**src/uartrf_defs.svh**
```systemverilog
// offsets, field positions and reset values of the uart register file
`ifndef UARTRF_DEFS_SVH
`define UARTRF_DEFS_SVH
`define UARTRF_BASE0 16'h2020
`define UARTRF_BASE1 16'h2050
`define UARTRF_OFF_HOLD 4'h0
`define UARTRF_OFF_IEN 4'h1
`define UARTRF_OFF_FCTL 4'h2
`define UARTRF_OFF_FMT 4'h3
`define UARTRF_OFF_MODE 4'h4
`define UARTRF_OFF_STAT 4'h5
`define UARTRF_OFF_CMD 4'h6
`define UARTRF_OFF_BDL 4'h7
`define UARTRF_OFF_BDH 4'h8
`define UARTRF_OFF_RTO 4'h9
`define UARTRF_OFF_TTG 4'hA
`define UARTRF_IE_TXEMPTY 7
`define UARTRF_IE_TIMEOUT 6
`define UARTRF_IE_LINEERR 3
`define UARTRF_IE_BREAK 2
`define UARTRF_IE_TXRDY 1
`define UARTRF_IE_RXRDY 0
`define UARTRF_IE_MASK 8'hCF
`define UARTRF_FC_DMA 3
`define UARTRF_FC_FLUSH 1
`define UARTRF_FC_ON 0
`define UARTRF_FC_MASK 8'hC9
`define UARTRF_CMD_RXEN 7
`define UARTRF_CMD_RSTSTAT 6
`define UARTRF_CMD_TXEN 5
`define UARTRF_CMD_RESTART 4
`define UARTRF_CMD_TXRST 3
`define UARTRF_CMD_RXRST 2
`define UARTRF_RST_BYTE 8'h00
`define UARTRF_TRIG_00 5'h01
`define UARTRF_TRIG_01 5'h04
`define UARTRF_TRIG_10 5'h08
`define UARTRF_TRIG_11 5'h0E
`define UARTRF_RX_DEPTH 5'h10
`endif

```
**src/uartrf_pkg.sv**
```systemverilog
// types shared by the uart register file
package uartrf_pkg;
  typedef logic [7:0] uartrf_byte_t;
  // receiver timeout sequencer
  typedef enum logic [1:0] {TO_IDLE, TO_COUNT, TO_FIRED} uartrf_to_state_t;
endpackage

```
**src/uartrf_fifo.sv**
```systemverilog
// small shift fifo with valid/ready on both sides, head held in a flop
`timescale 1ns/1ns
`default_nettype none
module uartrf_fifo #(
  parameter int WIDTH = 8,
  parameter int DEPTH = 4
) (
  input wire logic clk_in,
  input wire logic rst_in,
  input wire logic flush_in,
  input wire logic in_valid_in,
  input wire logic [WIDTH-1:0] in_data_in,
  output logic in_ready_out,
  output logic out_valid_out,
  output logic [WIDTH-1:0] out_data_out,
  input wire logic out_ready_in,
  output logic full_out
);
  localparam int CW = $clog2(DEPTH + 1);
  logic [DEPTH-1:0][WIDTH-1:0] q_r; // entry 0 is the head
  logic [DEPTH:0][WIDTH-1:0] ext; // zero entry above the top
  logic [CW-1:0] cnt_r;
  logic [CW-1:0] cnt_nxt;
  logic [CW-1:0] slot; // where a push lands
  logic push;
  logic pop;
  assign ext = {{WIDTH{1'b0}}, q_r};
  assign push = in_valid_in & ~full_out;
  assign pop = out_valid_out & out_ready_in;
  assign slot = CW'(cnt_r - CW'(pop));
  assign in_ready_out = ~full_out;
  assign out_data_out = q_r[0];
  // occupancy; flush wins over traffic
  always_comb begin
    cnt_nxt = CW'(cnt_r + CW'(push) - CW'(pop));
    if (flush_in) begin
      cnt_nxt = '0;
    end
  end
  // count and the flag flops that face the ports
  always_ff @(posedge clk_in or posedge rst_in) begin
    if (rst_in) begin
      cnt_r <= '0;
      out_valid_out <= 1'b0;
      full_out <= 1'b0;
    end else begin
      cnt_r <= cnt_nxt;
      out_valid_out <= (cnt_nxt != '0);
      full_out <= (cnt_nxt == CW'(DEPTH));
    end
  end
  // storage shifts down on pop, push writes behind the last entry
  always_ff @(posedge clk_in or posedge rst_in) begin
    if (rst_in) begin
      q_r <= '0;
    end else begin
      for (int i = 0; i < DEPTH; i++) begin
        if (push && slot == CW'(i)) begin
          q_r[i] <= in_data_in;
        end else if (pop) begin
          q_r[i] <= ext[i+1];
        end
      end
    end
  end
endmodule
`default_nettype wire

```
**src/uartrf_mem.sv**
```systemverilog
// byte memory with registered, write-first read port
`timescale 1ns/1ns
`default_nettype none
module uartrf_mem #(
  parameter int WIDTH = 8,
  parameter int DEPTH = 16,
  parameter int AW = 4
) (
  input wire logic clk_in,
  input wire logic rst_in,
  input wire logic we_in,
  input wire logic [AW-1:0] waddr_in,
  input wire logic [WIDTH-1:0] wdata_in,
  input wire logic [AW-1:0] raddr_in,
  output logic [WIDTH-1:0] rdata_out
);
  logic [WIDTH-1:0] mem_r [DEPTH];
  // write port; no reset on the array itself
  always_ff @(posedge clk_in) begin
    if (we_in) begin
      mem_r[waddr_in] <= wdata_in;
    end
  end
  // read port bypasses a same-cycle write so the head is never stale
  always_ff @(posedge clk_in or posedge rst_in) begin
    if (rst_in) begin
      rdata_out <= '0;
    end else if (we_in && waddr_in == raddr_in) begin
      rdata_out <= wdata_in;
    end else begin
      rdata_out <= mem_r[raddr_in];
    end
  end
endmodule
`default_nettype wire

```
**src/uartrf_regs.sv**
```systemverilog
// register file, rx buffering and interrupt requests of a dual uart
`timescale 1ns/1ns
`default_nettype none
`include "uartrf_defs.svh"
// Overview of operation
// (RULE_01) two register sets at 2020h and 2050h
// (RULE_02) four-bit offset selects registers 0 to A
// (RULE_03) second set has no fifo control
// (RULE_04) tx empty irq when holding and shifter empty
// (RULE_05) timeout irq after receiver timeout elapses
// (RULE_06) line error irq on receive error
// (RULE_07) break irq on receive break
// (RULE_08) tx ready irq when holding moves out
// (RULE_09) rx irq on unread data or trigger
// (RULE_10) trigger field picks 1, 4, 8, 14
// (RULE_11) dma burst by trigger or single byte
// (RULE_12) flush bit empties the receive fifo
// (RULE_13) fifo on gives sixteen bytes, else one
// (RULE_14) offset zero reads rx, writes tx
// (RULE_15) enables and fifo control reset to zero
// (RULE_16) status command clears parity, framing, overrun
// (RULE_17) timeout counts bit periods, zero disables
module uartrf_regs (
  input wire logic REF_CLK_IN,
  input wire logic SYS_RST_IN,
  input wire logic [15:0] ADDR_IN,
  input wire logic [7:0] WDATA_IN,
  input wire logic WR_IN,
  input wire logic RD_IN,
  input wire logic GIE_IN,
  output logic [7:0] RDATA_OUT,
  input wire logic [1:0][7:0] RX_DATA_IN,
  input wire logic [1:0] RX_VALID_IN,
  input wire logic [1:0] RX_PARITY_ERR_IN,
  input wire logic [1:0] RX_FRAME_ERR_IN,
  input wire logic [1:0] RX_BREAK_IN,
  input wire logic [1:0] BIT_TICK_IN,
  input wire logic [1:0] TX_SHIFT_EMPTY_IN,
  input wire logic [1:0] TX_TAKE_IN,
  output logic [1:0][7:0] TX_DATA_OUT,
  output logic [1:0] TX_VALID_OUT,
  output logic [1:0] HOLD_FULL_OUT,
  output logic [1:0] IRQ_OUT,
  output logic DMA_REQ_OUT,
  output logic [1:0][7:0] LINE_FORMAT_OUT,
  output logic [1:0][7:0] CHANNEL_MODE_OUT,
  output logic [1:0][15:0] BAUD_DIV_OUT,
  output logic [1:0][7:0] GUARD_TIME_OUT,
  output logic [1:0][7:0] RX_TIMEOUT_OUT,
  output logic [1:0] RX_EN_OUT,
  output logic [1:0] TX_EN_OUT,
  output logic [1:0][3:0] LINE_CMD_OUT
);
  // set decode: upper twelve address bits match the base
  function automatic logic set_hit(input logic [15:0] a, input logic [15:0] base);
    set_hit = (a[15:4] == base[15:4]);
  endfunction
  // fill level demanded by the trigger code
  function automatic logic [4:0] trig_level(input logic [1:0] code);
    unique case (code)
      2'b00: trig_level = `UARTRF_TRIG_00;
      2'b01: trig_level = `UARTRF_TRIG_01;
      2'b10: trig_level = `UARTRF_TRIG_10;
      2'b11: trig_level = `UARTRF_TRIG_11;
    endcase
  endfunction
  logic [3:0] off; // register offset within a set
  logic [1:0] hit; // which set is addressed
  logic [1:0] wr_hit, rd_hit; // set hit qualified by the strobes
  uartrf_pkg::uartrf_byte_t ien_r [2]; // interrupt_enables
  uartrf_pkg::uartrf_byte_t fctl_r; // rx_fifo_control, first set only
  logic [1:0] rx_en_r, tx_en_r; // stored command enables
  logic [1:0][7:0] rto_r; // rx_timeout_limit
  logic [1:0][4:0] rx_cnt_r; // bytes waiting in the receiver
  logic [3:0] wr_ptr_r, rd_ptr_r, rd_ptr_nxt; // first-set store pointers
  uartrf_pkg::uartrf_byte_t hold1_r; // single-character buffer, second set
  uartrf_pkg::uartrf_byte_t mem_q; // head of the 16-byte fifo
  logic [1:0] to_flag_r, pe_r, fe_r, oe_r, brk_r, thr_rdy_r; // sticky status flags
  uartrf_pkg::uartrf_to_state_t to_state_r [2];
  logic [1:0][7:0] to_cnt_r;
  logic [1:0] rx_full, rx_push, rx_pop, rx_flush; // receive side strobes
  logic [1:0] tx_flush, tx_push, tx_pop, tx_empty; // transmit side strobes
  logic [1:0] cmd_wr, stat_clr, restart, to_fire, rx_cause; // command and event decode
  logic [4:0] trig;
  logic [7:0] rd_mux;
  assign off = ADDR_IN[3:0];
  assign hit = {set_hit(ADDR_IN, `UARTRF_BASE1), set_hit(ADDR_IN, `UARTRF_BASE0)}; // [RULE_01]
  assign wr_hit = {2{WR_IN}} & hit;
  assign rd_hit = {2{RD_IN}} & hit;
  assign trig = trig_level(fctl_r[7:6]);
  assign rd_ptr_nxt = rx_flush[0] ? 4'h0 : 4'(rd_ptr_r + 4'(rx_pop[0]));
  // per-set strobes and events
  always_comb begin
    for (int c = 0; c < 2; c++) begin
      cmd_wr[c] = wr_hit[c] && off == `UARTRF_OFF_CMD;
      stat_clr[c] = cmd_wr[c] && WDATA_IN[`UARTRF_CMD_RSTSTAT];
      restart[c] = cmd_wr[c] && WDATA_IN[`UARTRF_CMD_RESTART];
      tx_flush[c] = cmd_wr[c] && WDATA_IN[`UARTRF_CMD_TXRST];
      tx_push[c] = wr_hit[c] && off == `UARTRF_OFF_HOLD; // [RULE_14]
      tx_pop[c] = TX_VALID_OUT[c] && TX_TAKE_IN[c];
      tx_empty[c] = ~TX_VALID_OUT[c] & TX_SHIFT_EMPTY_IN[c];
      rx_pop[c] = rd_hit[c] && off == `UARTRF_OFF_HOLD && rx_cnt_r[c] != 5'h00; // [RULE_14]
      rx_flush[c] = cmd_wr[c] && WDATA_IN[`UARTRF_CMD_RXRST];
      to_fire[c] = to_state_r[c] == uartrf_pkg::TO_COUNT && BIT_TICK_IN[c] &&
                   rto_r[c] != 8'h00 && 8'(to_cnt_r[c] + 8'h01) >= rto_r[c]; // [RULE_17]
    end
    // flush bit of the first set empties its fifo
    rx_flush[0] = rx_flush[0] ||
                  (wr_hit[0] && off == `UARTRF_OFF_FCTL && WDATA_IN[`UARTRF_FC_FLUSH]); // [RULE_12]
    // capacity is sixteen with the fifo on, one otherwise
    rx_full[0] = fctl_r[`UARTRF_FC_ON] ? (rx_cnt_r[0] >= `UARTRF_RX_DEPTH)
                                       : (rx_cnt_r[0] != 5'h00); // [RULE_13]
    rx_full[1] = (rx_cnt_r[1] != 5'h00); // [RULE_13]
    rx_push = RX_VALID_IN & ~rx_full & ~rx_flush;
    rx_cause[0] = fctl_r[`UARTRF_FC_ON] ? (rx_cnt_r[0] >= trig)
                                        : (rx_cnt_r[0] != 5'h00); // [RULE_10]
    rx_cause[1] = (rx_cnt_r[1] != 5'h00);
  end
  // control registers; the second set ignores fifo control writes
  always_ff @(posedge REF_CLK_IN or posedge SYS_RST_IN) begin
    if (SYS_RST_IN) begin
      ien_r[0] <= `UARTRF_RST_BYTE; // [RULE_15]
      ien_r[1] <= `UARTRF_RST_BYTE; // [RULE_15]
      fctl_r <= `UARTRF_RST_BYTE; // [RULE_15]
      {rx_en_r, tx_en_r} <= 4'h0;
      rto_r <= '0;
      LINE_FORMAT_OUT <= '0;
      CHANNEL_MODE_OUT <= '0;
      BAUD_DIV_OUT <= '0;
      GUARD_TIME_OUT <= '0;
    end else begin
      for (int c = 0; c < 2; c++) begin
        if (wr_hit[c]) begin
          unique case (off)
            `UARTRF_OFF_IEN: ien_r[c] <= WDATA_IN & `UARTRF_IE_MASK;
            `UARTRF_OFF_FCTL: begin
              // flush is a command, never stored
              if (c == 0) begin
                fctl_r <= WDATA_IN & `UARTRF_FC_MASK & ~8'h02; // [RULE_03]
              end
            end
            `UARTRF_OFF_FMT: LINE_FORMAT_OUT[c] <= WDATA_IN;
            `UARTRF_OFF_MODE: CHANNEL_MODE_OUT[c] <= WDATA_IN & 8'hC0;
            `UARTRF_OFF_CMD: begin
              rx_en_r[c] <= WDATA_IN[`UARTRF_CMD_RXEN];
              tx_en_r[c] <= WDATA_IN[`UARTRF_CMD_TXEN];
            end
            `UARTRF_OFF_BDL: BAUD_DIV_OUT[c][7:0] <= WDATA_IN;
            `UARTRF_OFF_BDH: BAUD_DIV_OUT[c][15:8] <= WDATA_IN;
            `UARTRF_OFF_RTO: rto_r[c] <= WDATA_IN;
            `UARTRF_OFF_TTG: GUARD_TIME_OUT[c] <= WDATA_IN;
            default: ; // offset 0, offset 5 and offsets above A store nothing
          endcase
        end
      end
    end
  end
  // receive occupancy and first-set pointers
  always_ff @(posedge REF_CLK_IN or posedge SYS_RST_IN) begin
    if (SYS_RST_IN) begin
      rx_cnt_r <= '0;
      wr_ptr_r <= 4'h0;
      rd_ptr_r <= 4'h0;
      hold1_r <= `UARTRF_RST_BYTE;
    end else begin
      for (int c = 0; c < 2; c++) begin
        if (rx_flush[c]) begin
          rx_cnt_r[c] <= 5'h00; // [RULE_12]
        end else begin
          rx_cnt_r[c] <= 5'(rx_cnt_r[c] + 5'(rx_push[c]) - 5'(rx_pop[c]));
        end
      end
      rd_ptr_r <= rd_ptr_nxt;
      wr_ptr_r <= rx_flush[0] ? 4'h0 : 4'(wr_ptr_r + 4'(rx_push[0]));
      if (rx_push[1]) begin
        hold1_r <= RX_DATA_IN[1];
      end
    end
  end
  // sixteen-byte receive store; read address runs one step ahead
  uartrf_mem #(.WIDTH(8), .DEPTH(16), .AW(4)) u_rx_mem (
    .clk_in(REF_CLK_IN),
    .rst_in(SYS_RST_IN),
    .we_in(rx_push[0]),
    .waddr_in(wr_ptr_r),
    .wdata_in(RX_DATA_IN[0]),
    .raddr_in(rd_ptr_nxt),
    .rdata_out(mem_q)
  );
  // transmit holding fifos; a write while full is dropped
  for (genvar g = 0; g < 2; g++) begin : g_tx
    uartrf_fifo #(.WIDTH(8), .DEPTH(4)) u_tx_fifo (
      .clk_in(REF_CLK_IN),
      .rst_in(SYS_RST_IN),
      .flush_in(tx_flush[g]),
      .in_valid_in(tx_push[g]),
      .in_data_in(WDATA_IN),
      .in_ready_out(),
      .out_valid_out(TX_VALID_OUT[g]),
      .out_data_out(TX_DATA_OUT[g]),
      .out_ready_in(TX_TAKE_IN[g]),
      .full_out(HOLD_FULL_OUT[g])
    );
  end
  // sticky status; a new event beats a clear in the same cycle
  always_ff @(posedge REF_CLK_IN or posedge SYS_RST_IN) begin
    if (SYS_RST_IN) begin
      {pe_r, fe_r, oe_r, brk_r, thr_rdy_r, to_flag_r} <= 12'h000;
    end else begin
      for (int c = 0; c < 2; c++) begin
        if (RX_PARITY_ERR_IN[c]) pe_r[c] <= 1'b1;
        else if (stat_clr[c]) pe_r[c] <= 1'b0; // [RULE_16]
        if (RX_FRAME_ERR_IN[c]) fe_r[c] <= 1'b1;
        else if (stat_clr[c]) fe_r[c] <= 1'b0; // [RULE_16]
        // overrun: a byte arrives with no room left
        if (RX_VALID_IN[c] && rx_full[c]) oe_r[c] <= 1'b1;
        else if (stat_clr[c]) oe_r[c] <= 1'b0; // [RULE_16]
        if (RX_BREAK_IN[c]) brk_r[c] <= 1'b1;
        else if (stat_clr[c]) brk_r[c] <= 1'b0;
        // cleared by the next holding write
        if (tx_pop[c]) thr_rdy_r[c] <= 1'b1;
        else if (tx_push[c]) thr_rdy_r[c] <= 1'b0;
        if (to_fire[c]) to_flag_r[c] <= 1'b1;
        else if (restart[c]) to_flag_r[c] <= 1'b0;
      end
    end
  end
  // timeout sequencer: rearmed by each byte or a restart command
  always_ff @(posedge REF_CLK_IN or posedge SYS_RST_IN) begin
    if (SYS_RST_IN) begin
      to_state_r[0] <= uartrf_pkg::TO_IDLE;
      to_state_r[1] <= uartrf_pkg::TO_IDLE;
      to_cnt_r <= '0;
    end else begin
      for (int c = 0; c < 2; c++) begin
        if (rx_push[c] || restart[c]) begin
          to_cnt_r[c] <= 8'h00;
          to_state_r[c] <= (rto_r[c] == 8'h00) ? uartrf_pkg::TO_IDLE
                                               : uartrf_pkg::TO_COUNT; // [RULE_17]
        end else begin
          unique case (to_state_r[c])
            uartrf_pkg::TO_IDLE: ;
            uartrf_pkg::TO_COUNT: begin
              // a zero limit switches the function off at once
              if (rto_r[c] == 8'h00) begin
                to_state_r[c] <= uartrf_pkg::TO_IDLE; // [RULE_17]
              end else if (to_fire[c]) begin
                to_state_r[c] <= uartrf_pkg::TO_FIRED;
              end else if (BIT_TICK_IN[c]) begin
                to_cnt_r[c] <= 8'(to_cnt_r[c] + 8'h01); // [RULE_17]
              end
            end
            uartrf_pkg::TO_FIRED: ;
          endcase
        end
      end
    end
  end
  // read multiplexer; reserved bits and unmapped offsets read zero
  always_comb begin
    rd_mux = 8'h00;
    for (int c = 0; c < 2; c++) begin
      if (hit[c]) begin
        unique case (off)
          `UARTRF_OFF_HOLD: rd_mux = (c == 0) ? mem_q : hold1_r; // [RULE_14]
          `UARTRF_OFF_IEN: rd_mux = ien_r[c];
          `UARTRF_OFF_FCTL: rd_mux = (c == 0) ? fctl_r : 8'h00; // [RULE_03]
          `UARTRF_OFF_FMT: rd_mux = LINE_FORMAT_OUT[c];
          `UARTRF_OFF_MODE: rd_mux = CHANNEL_MODE_OUT[c];
          `UARTRF_OFF_STAT: rd_mux = {tx_empty[c], to_flag_r[c], pe_r[c], fe_r[c],
                                      oe_r[c], brk_r[c], thr_rdy_r[c], rx_cnt_r[c] != 5'h00};
          `UARTRF_OFF_CMD: rd_mux = {rx_en_r[c], 1'b0, tx_en_r[c], 5'h00};
          `UARTRF_OFF_BDL: rd_mux = BAUD_DIV_OUT[c][7:0];
          `UARTRF_OFF_BDH: rd_mux = BAUD_DIV_OUT[c][15:8];
          `UARTRF_OFF_RTO: rd_mux = rto_r[c];
          `UARTRF_OFF_TTG: rd_mux = GUARD_TIME_OUT[c];
          default: rd_mux = 8'h00; // [RULE_02]
        endcase
      end
    end
  end
  // registered read data, irq requests and serial-side controls
  always_ff @(posedge REF_CLK_IN or posedge SYS_RST_IN) begin
    if (SYS_RST_IN) begin
      RDATA_OUT <= 8'h00;
      IRQ_OUT <= 2'h0;
      DMA_REQ_OUT <= 1'b0;
      {RX_EN_OUT, TX_EN_OUT} <= 4'h0;
      RX_TIMEOUT_OUT <= '0;
      LINE_CMD_OUT <= '0;
    end else begin
      if (|rd_hit) begin
        RDATA_OUT <= rd_mux;
      end
      for (int c = 0; c < 2; c++) begin
        IRQ_OUT[c] <= GIE_IN && (
          (ien_r[c][`UARTRF_IE_TXEMPTY] && tx_empty[c]) || // [RULE_04]
          (ien_r[c][`UARTRF_IE_TIMEOUT] && to_flag_r[c]) || // [RULE_05]
          (ien_r[c][`UARTRF_IE_LINEERR] && (pe_r[c] || fe_r[c] || oe_r[c])) || // [RULE_06]
          (ien_r[c][`UARTRF_IE_BREAK] && brk_r[c]) || // [RULE_07]
          (ien_r[c][`UARTRF_IE_TXRDY] && thr_rdy_r[c]) || // [RULE_08]
          (ien_r[c][`UARTRF_IE_RXRDY] && rx_cause[c])); // [RULE_09]
        LINE_CMD_OUT[c] <= cmd_wr[c] ? WDATA_IN[3:0] : 4'h0;
      end
      // burst waits for the trigger fill, single moves each byte
      DMA_REQ_OUT <= fctl_r[`UARTRF_FC_DMA] ? (rx_cnt_r[0] >= trig)
                                            : (rx_cnt_r[0] != 5'h00); // [RULE_11]
      RX_EN_OUT <= rx_en_r;
      TX_EN_OUT <= tx_en_r;
      RX_TIMEOUT_OUT <= rto_r;
    end
  end
endmodule
`default_nettype wire

```
**config.mk**
```make
export PLATFORM = sky130hd
export DESIGN_NAME = uartrf_regs
export DESIGN_NICKNAME = d
export VERILOG_FILES = /design/src/uartrf_pkg.sv /design/src/uartrf_fifo.sv /design/src/uartrf_mem.sv /design/src/uartrf_regs.sv
export VERILOG_INCLUDE_DIRS = /design/src
export SDC_FILE = /design/constraint.sdc
export NUM_CORES = 1
export LEC_CHECK = 0
export ABC_CLOCK_PERIOD_IN_PS = 8000
export BUFFER_PORTS_ARGS = -buffer_cell sky130_fd_sc_hd__buf_2
export CAP_MARGIN = 25
export CORE_MARGIN = 4
export CORE_UTILIZATION = 45
export DETAILED_ROUTE_END_ITERATION = 8
export MAX_ROUTING_LAYER = met4
export PLACE_DENSITY = 0.71
export SLEW_MARGIN = 20
export SYNTH_ARGS = -nofsm -noshare
export SYNTH_HDL_FRONTEND = slang
export SYNTH_HIERARCHICAL = 1
export SYNTH_SLANG_ARGS = --single-unit
```
**constraint.sdc**
```tcl
create_clock -name REF_CLK_IN -period 8 [get_ports REF_CLK_IN]
set_input_delay 0.4 -clock REF_CLK_IN [delete_from_list [all_inputs] [get_ports REF_CLK_IN]]
set_output_delay 0.4 -clock REF_CLK_IN [all_outputs]
set_load 0.01 [all_outputs]
```
==> summary.txt <==
Clocking
  • Setup Fix Bufs, Post-CTS: 0
  • H-tree depth: 2
  • Max Root-Sink Buffers: 3
  • Clock sinks: 411
  • CTS buffer count: 45
  • Reg clk slew, reported paths: 0.06 ns
  • # hold bufs at CTS: 2
  • Clock latency on the worst-skew pair: 0.58 ns
  • # resized after CTS: 0
  • Root buf cell: clkbuf_16
  • CTS tree: built

Pwr
  • Max VDD drop: 0.204 mV
  • Cell Int Power: 3.89 mW
  • Total power: 5.17 mW
  • Switching share of power: 0.249
  • Net Sw Power: 1.29 mW
  • Clock power frac: 0.439
  • Seq pwr share: 0.454
  • Pleak: 9.66 nW
  • Combinational fraction of design power: 0.107
  • P per Cell Area: 229 nW/um^2

Routing
  • DR vias: 13755
  • Routed Antenna Nets: 0
  • Metal3 WL: 3990 um
  • Met2 Wirelength: 26000 um
  • Met1 Wirelength: 21300 um
  • Highest routed layer: met4
  • Post-DR vias/cell: 5.90
  • 1st-pass router iterations: 6
  • WL per Instance: 22.9 um
  • DRC: 0
  • Initial drt markers: 1545
  • Drt total wl: 53400 um

Timing
  • Final Cycle Share: 0.531
  • Slew HR: 0.284
  • Max Slew Vio Count: 0
  • Post-Route Setup TNS: 0 ns
  • Period minus WS final: 4.25 ns
  • Clk_skew: 0.0161 ns
  • Peak Freq: 236 MHz
  • Setup violators final: 0
  • Final hold vios: 0
  • Worst Tran Pin Value: 1.07 ns
  • Unrepaired setup endpoints after global routing: false

Synth
  • Cells after Synth: 1550
  • Post-synthesis average cell area: 12.7 sq um
  • YS warnings: 6
  • Post-Synthesis Cell Area: 19700 sq um

Placed design
  • Port Buf Inserts: 185
  • GPL Wtd Cong: 0.889
  • Detailed Place HPWL: 37100 um

Floorplan
  • I/O pin count: 198
  • Die height: 217 um
  • Area of the die: 47100 sq um
  • Initial core utilization: 0.455
  • DIE WIDTH: 217 um
  • FP Rows: 76
  • Core Box Area: 43200 sq um

Finish
  • Area grow syn2layout: 15.2%
  • Fillers: 3737
  • Util after Layout: 0.524
  • Layout cell share with drive strength beyond 1: 0.262
  • Nets: 1815

Critical path
  • Register-to-register setup slack: 3.75 ns
  • CP delay by family, top: simple AND/OR/NAND/NOR gates
  • CP endpoint kind: flip-flop
  • CP max stage delay: 0.74 ns
  • CP Buf/Inv Count: 1
  • Critical-path top delay cell: nor2_4
  • Worst Setup Start Kind: flip-flop
  • Max FO, Critical Path: 34
  • Worst EP required: 8.45 ns
  • Worst Path Arrival: 4.70 ns
  • Critical path, cell by cell: inv_1, ha_1, or3b_2, or2_2, nor3b_1, ha_1, nand3_1, xor2_1, nor2_4, xor2_1, nor4_4, mux2_2
  • Crit Path Class: flip-flop to flip-flop

GRT
  • Initial antenna violation count: 4
  • Largest net degree at the start of global routing: 138
  • First-pass GRT wire length: 81700 um
  • GR Util All Layers: 0.230
  • Total grt overflow: 0
  • Vias in the first global route: 13858

Run status
  • Outcome: completed

Run
  • Number of max-cap violations: 0

Min path
  • Worst hold-check path type: input port to flip-flop
placed cells by master, fill, tap and decap left out, drive strengths merged, types with 12 or more instances in the layout:
| master | count |
|---|---|
| a21o | 15 |
| a21oi | 52 |
| a22oi | 54 |
| a31oi | 25 |
| and2 | 25 |
| buf | 202 |
| clkbuf | 67 |
| conb | 12 |
| dfrtp | 283 |
| edfxtp | 128 |
| ha | 42 |
| inv | 57 |
| mux2 | 112 |
| mux2i | 47 |
| mux4 | 32 |
| nand2 | 75 |
| nand2b | 19 |
| nand3 | 36 |
| nand3b | 16 |
| nor2 | 87 |
| nor2b | 21 |
| nor3 | 22 |
| o211ai | 13 |
| o21ai | 38 |
| o221a | 28 |
| o22ai | 17 |
| or3 | 20 |
| xnor2 | 21 |
| xor2 | 28 |
metal layers:
layer  track usage  vias to the layer above
met2         0.369                      587
met5             -                        -
met3        0.0459                      132
li1              -                     6127
met4        0.0873                        0
met1         0.291                     6909
area by class of cell:
class / instances / area, sq um / share of cell area
clock buffer: 65 / 1340 / 0.0592
timing repair buffer: 206 / 1110 / 0.0489
clock inverter: 17 / 294 / 0.0130
sequential: 411 / 10900 / 0.483
inverter: 56 / 218 / 0.00962
antenna: 3 / 7.51 / 0.000332
multi-input combinational: 990 / 8020 / 0.354
tap: 585 / 732 / 0.0323
power by group through the flow:
stage | clock network (mW) | registers [mW] | logic (mW)
finish | 2.27 | 2.35 | 0.553
global route | 2.40 | 2.36 | 0.619
CTS | 2.31 | 2.35 | 0.553
detailed placement | 0 | 2.39 | 0.547
global placement | 0 | 2.39 | 0.531
floorplan | 0 | 2.34 | 0.456
final timing paths:
path                                             start                               endpoint  depth (start not counted)
max in group asynchronous                   SYS_RST_IN                  rto_r[12]$_DFFE_PP0P_                          4
min in group asynchronous                   SYS_RST_IN  g_tx[0].u_tx_fifo/ext[27]$_DFFE_PP0P_                          3
worst max register to register   rx_cnt_r[2]$_DFF_PP0_        u_rx_mem/rdata_out[4]$_DFF_PP0_                         12
worst min-delay path               RX_PARITY_ERR_IN[1]                    pe_r[1]$_DFFE_PP0P_                          2
worst min register to register  rx_en_r[0]$_DFFE_PP0N_                 RX_EN_OUT[0]$_DFF_PP0_                          0
worst max-delay path             rx_cnt_r[2]$_DFF_PP0_        u_rx_mem/rdata_out[4]$_DFF_PP0_                         12
metrics by stage:
stage / instance area (sq um) / worst slack [ns] / std cells / hold WS [ns]
after floorplan: 19700 / 2.12 / 1561 / 0.216
after global placement: 20900 / 3.20 / 2241 / 0.411
after detailed placement: 20900 / 3.04 / 2242 / 0.424
after CTS: 22600 / 3.63 / 2326 / 0.00665
after global routing: 22600 / 3.54 / 2332 / 0.0226
final: 22600 / 3.75 / 2333 / 0.0283
worst reg2reg max path, stage by stage, from the launching register on:
cell and delay [ns]:
dfrtp_1 0.41, inv_1 0.10, ha_1 0.15, or3b_2 0.46, or2_2 0.33, nor3b_1 0.20
ha_1 0.21, nand3_1 0.10, xor2_1 0.10, nor2_4 0.74, xor2_1 0.23, nor4_4 0.68
mux2_2 0.42
state kept, by name, indices dropped and copies added (netlist names), 6 cells and up:
signal                       flops
g_tx.u_tx_fifo/out_data_out     16
hold1_r                          8
to_cnt_r                        16
ien_r                           12
BAUD_DIV_OUT                    32
rx_cnt_r                        10
u_rx_mem/mem_r                 128
GUARD_TIME_OUT                  16
g_tx.u_tx_fifo/ext              48
RDATA_OUT                        8
LINE_FORMAT_OUT                 16
u_rx_mem/rdata_out               8
rto_r                           16
RX_TIMEOUT_OUT                  16
LINE_CMD_OUT                     8
g_tx.u_tx_fifo/cnt_r             6
Power figures use the tool's default switching activity.
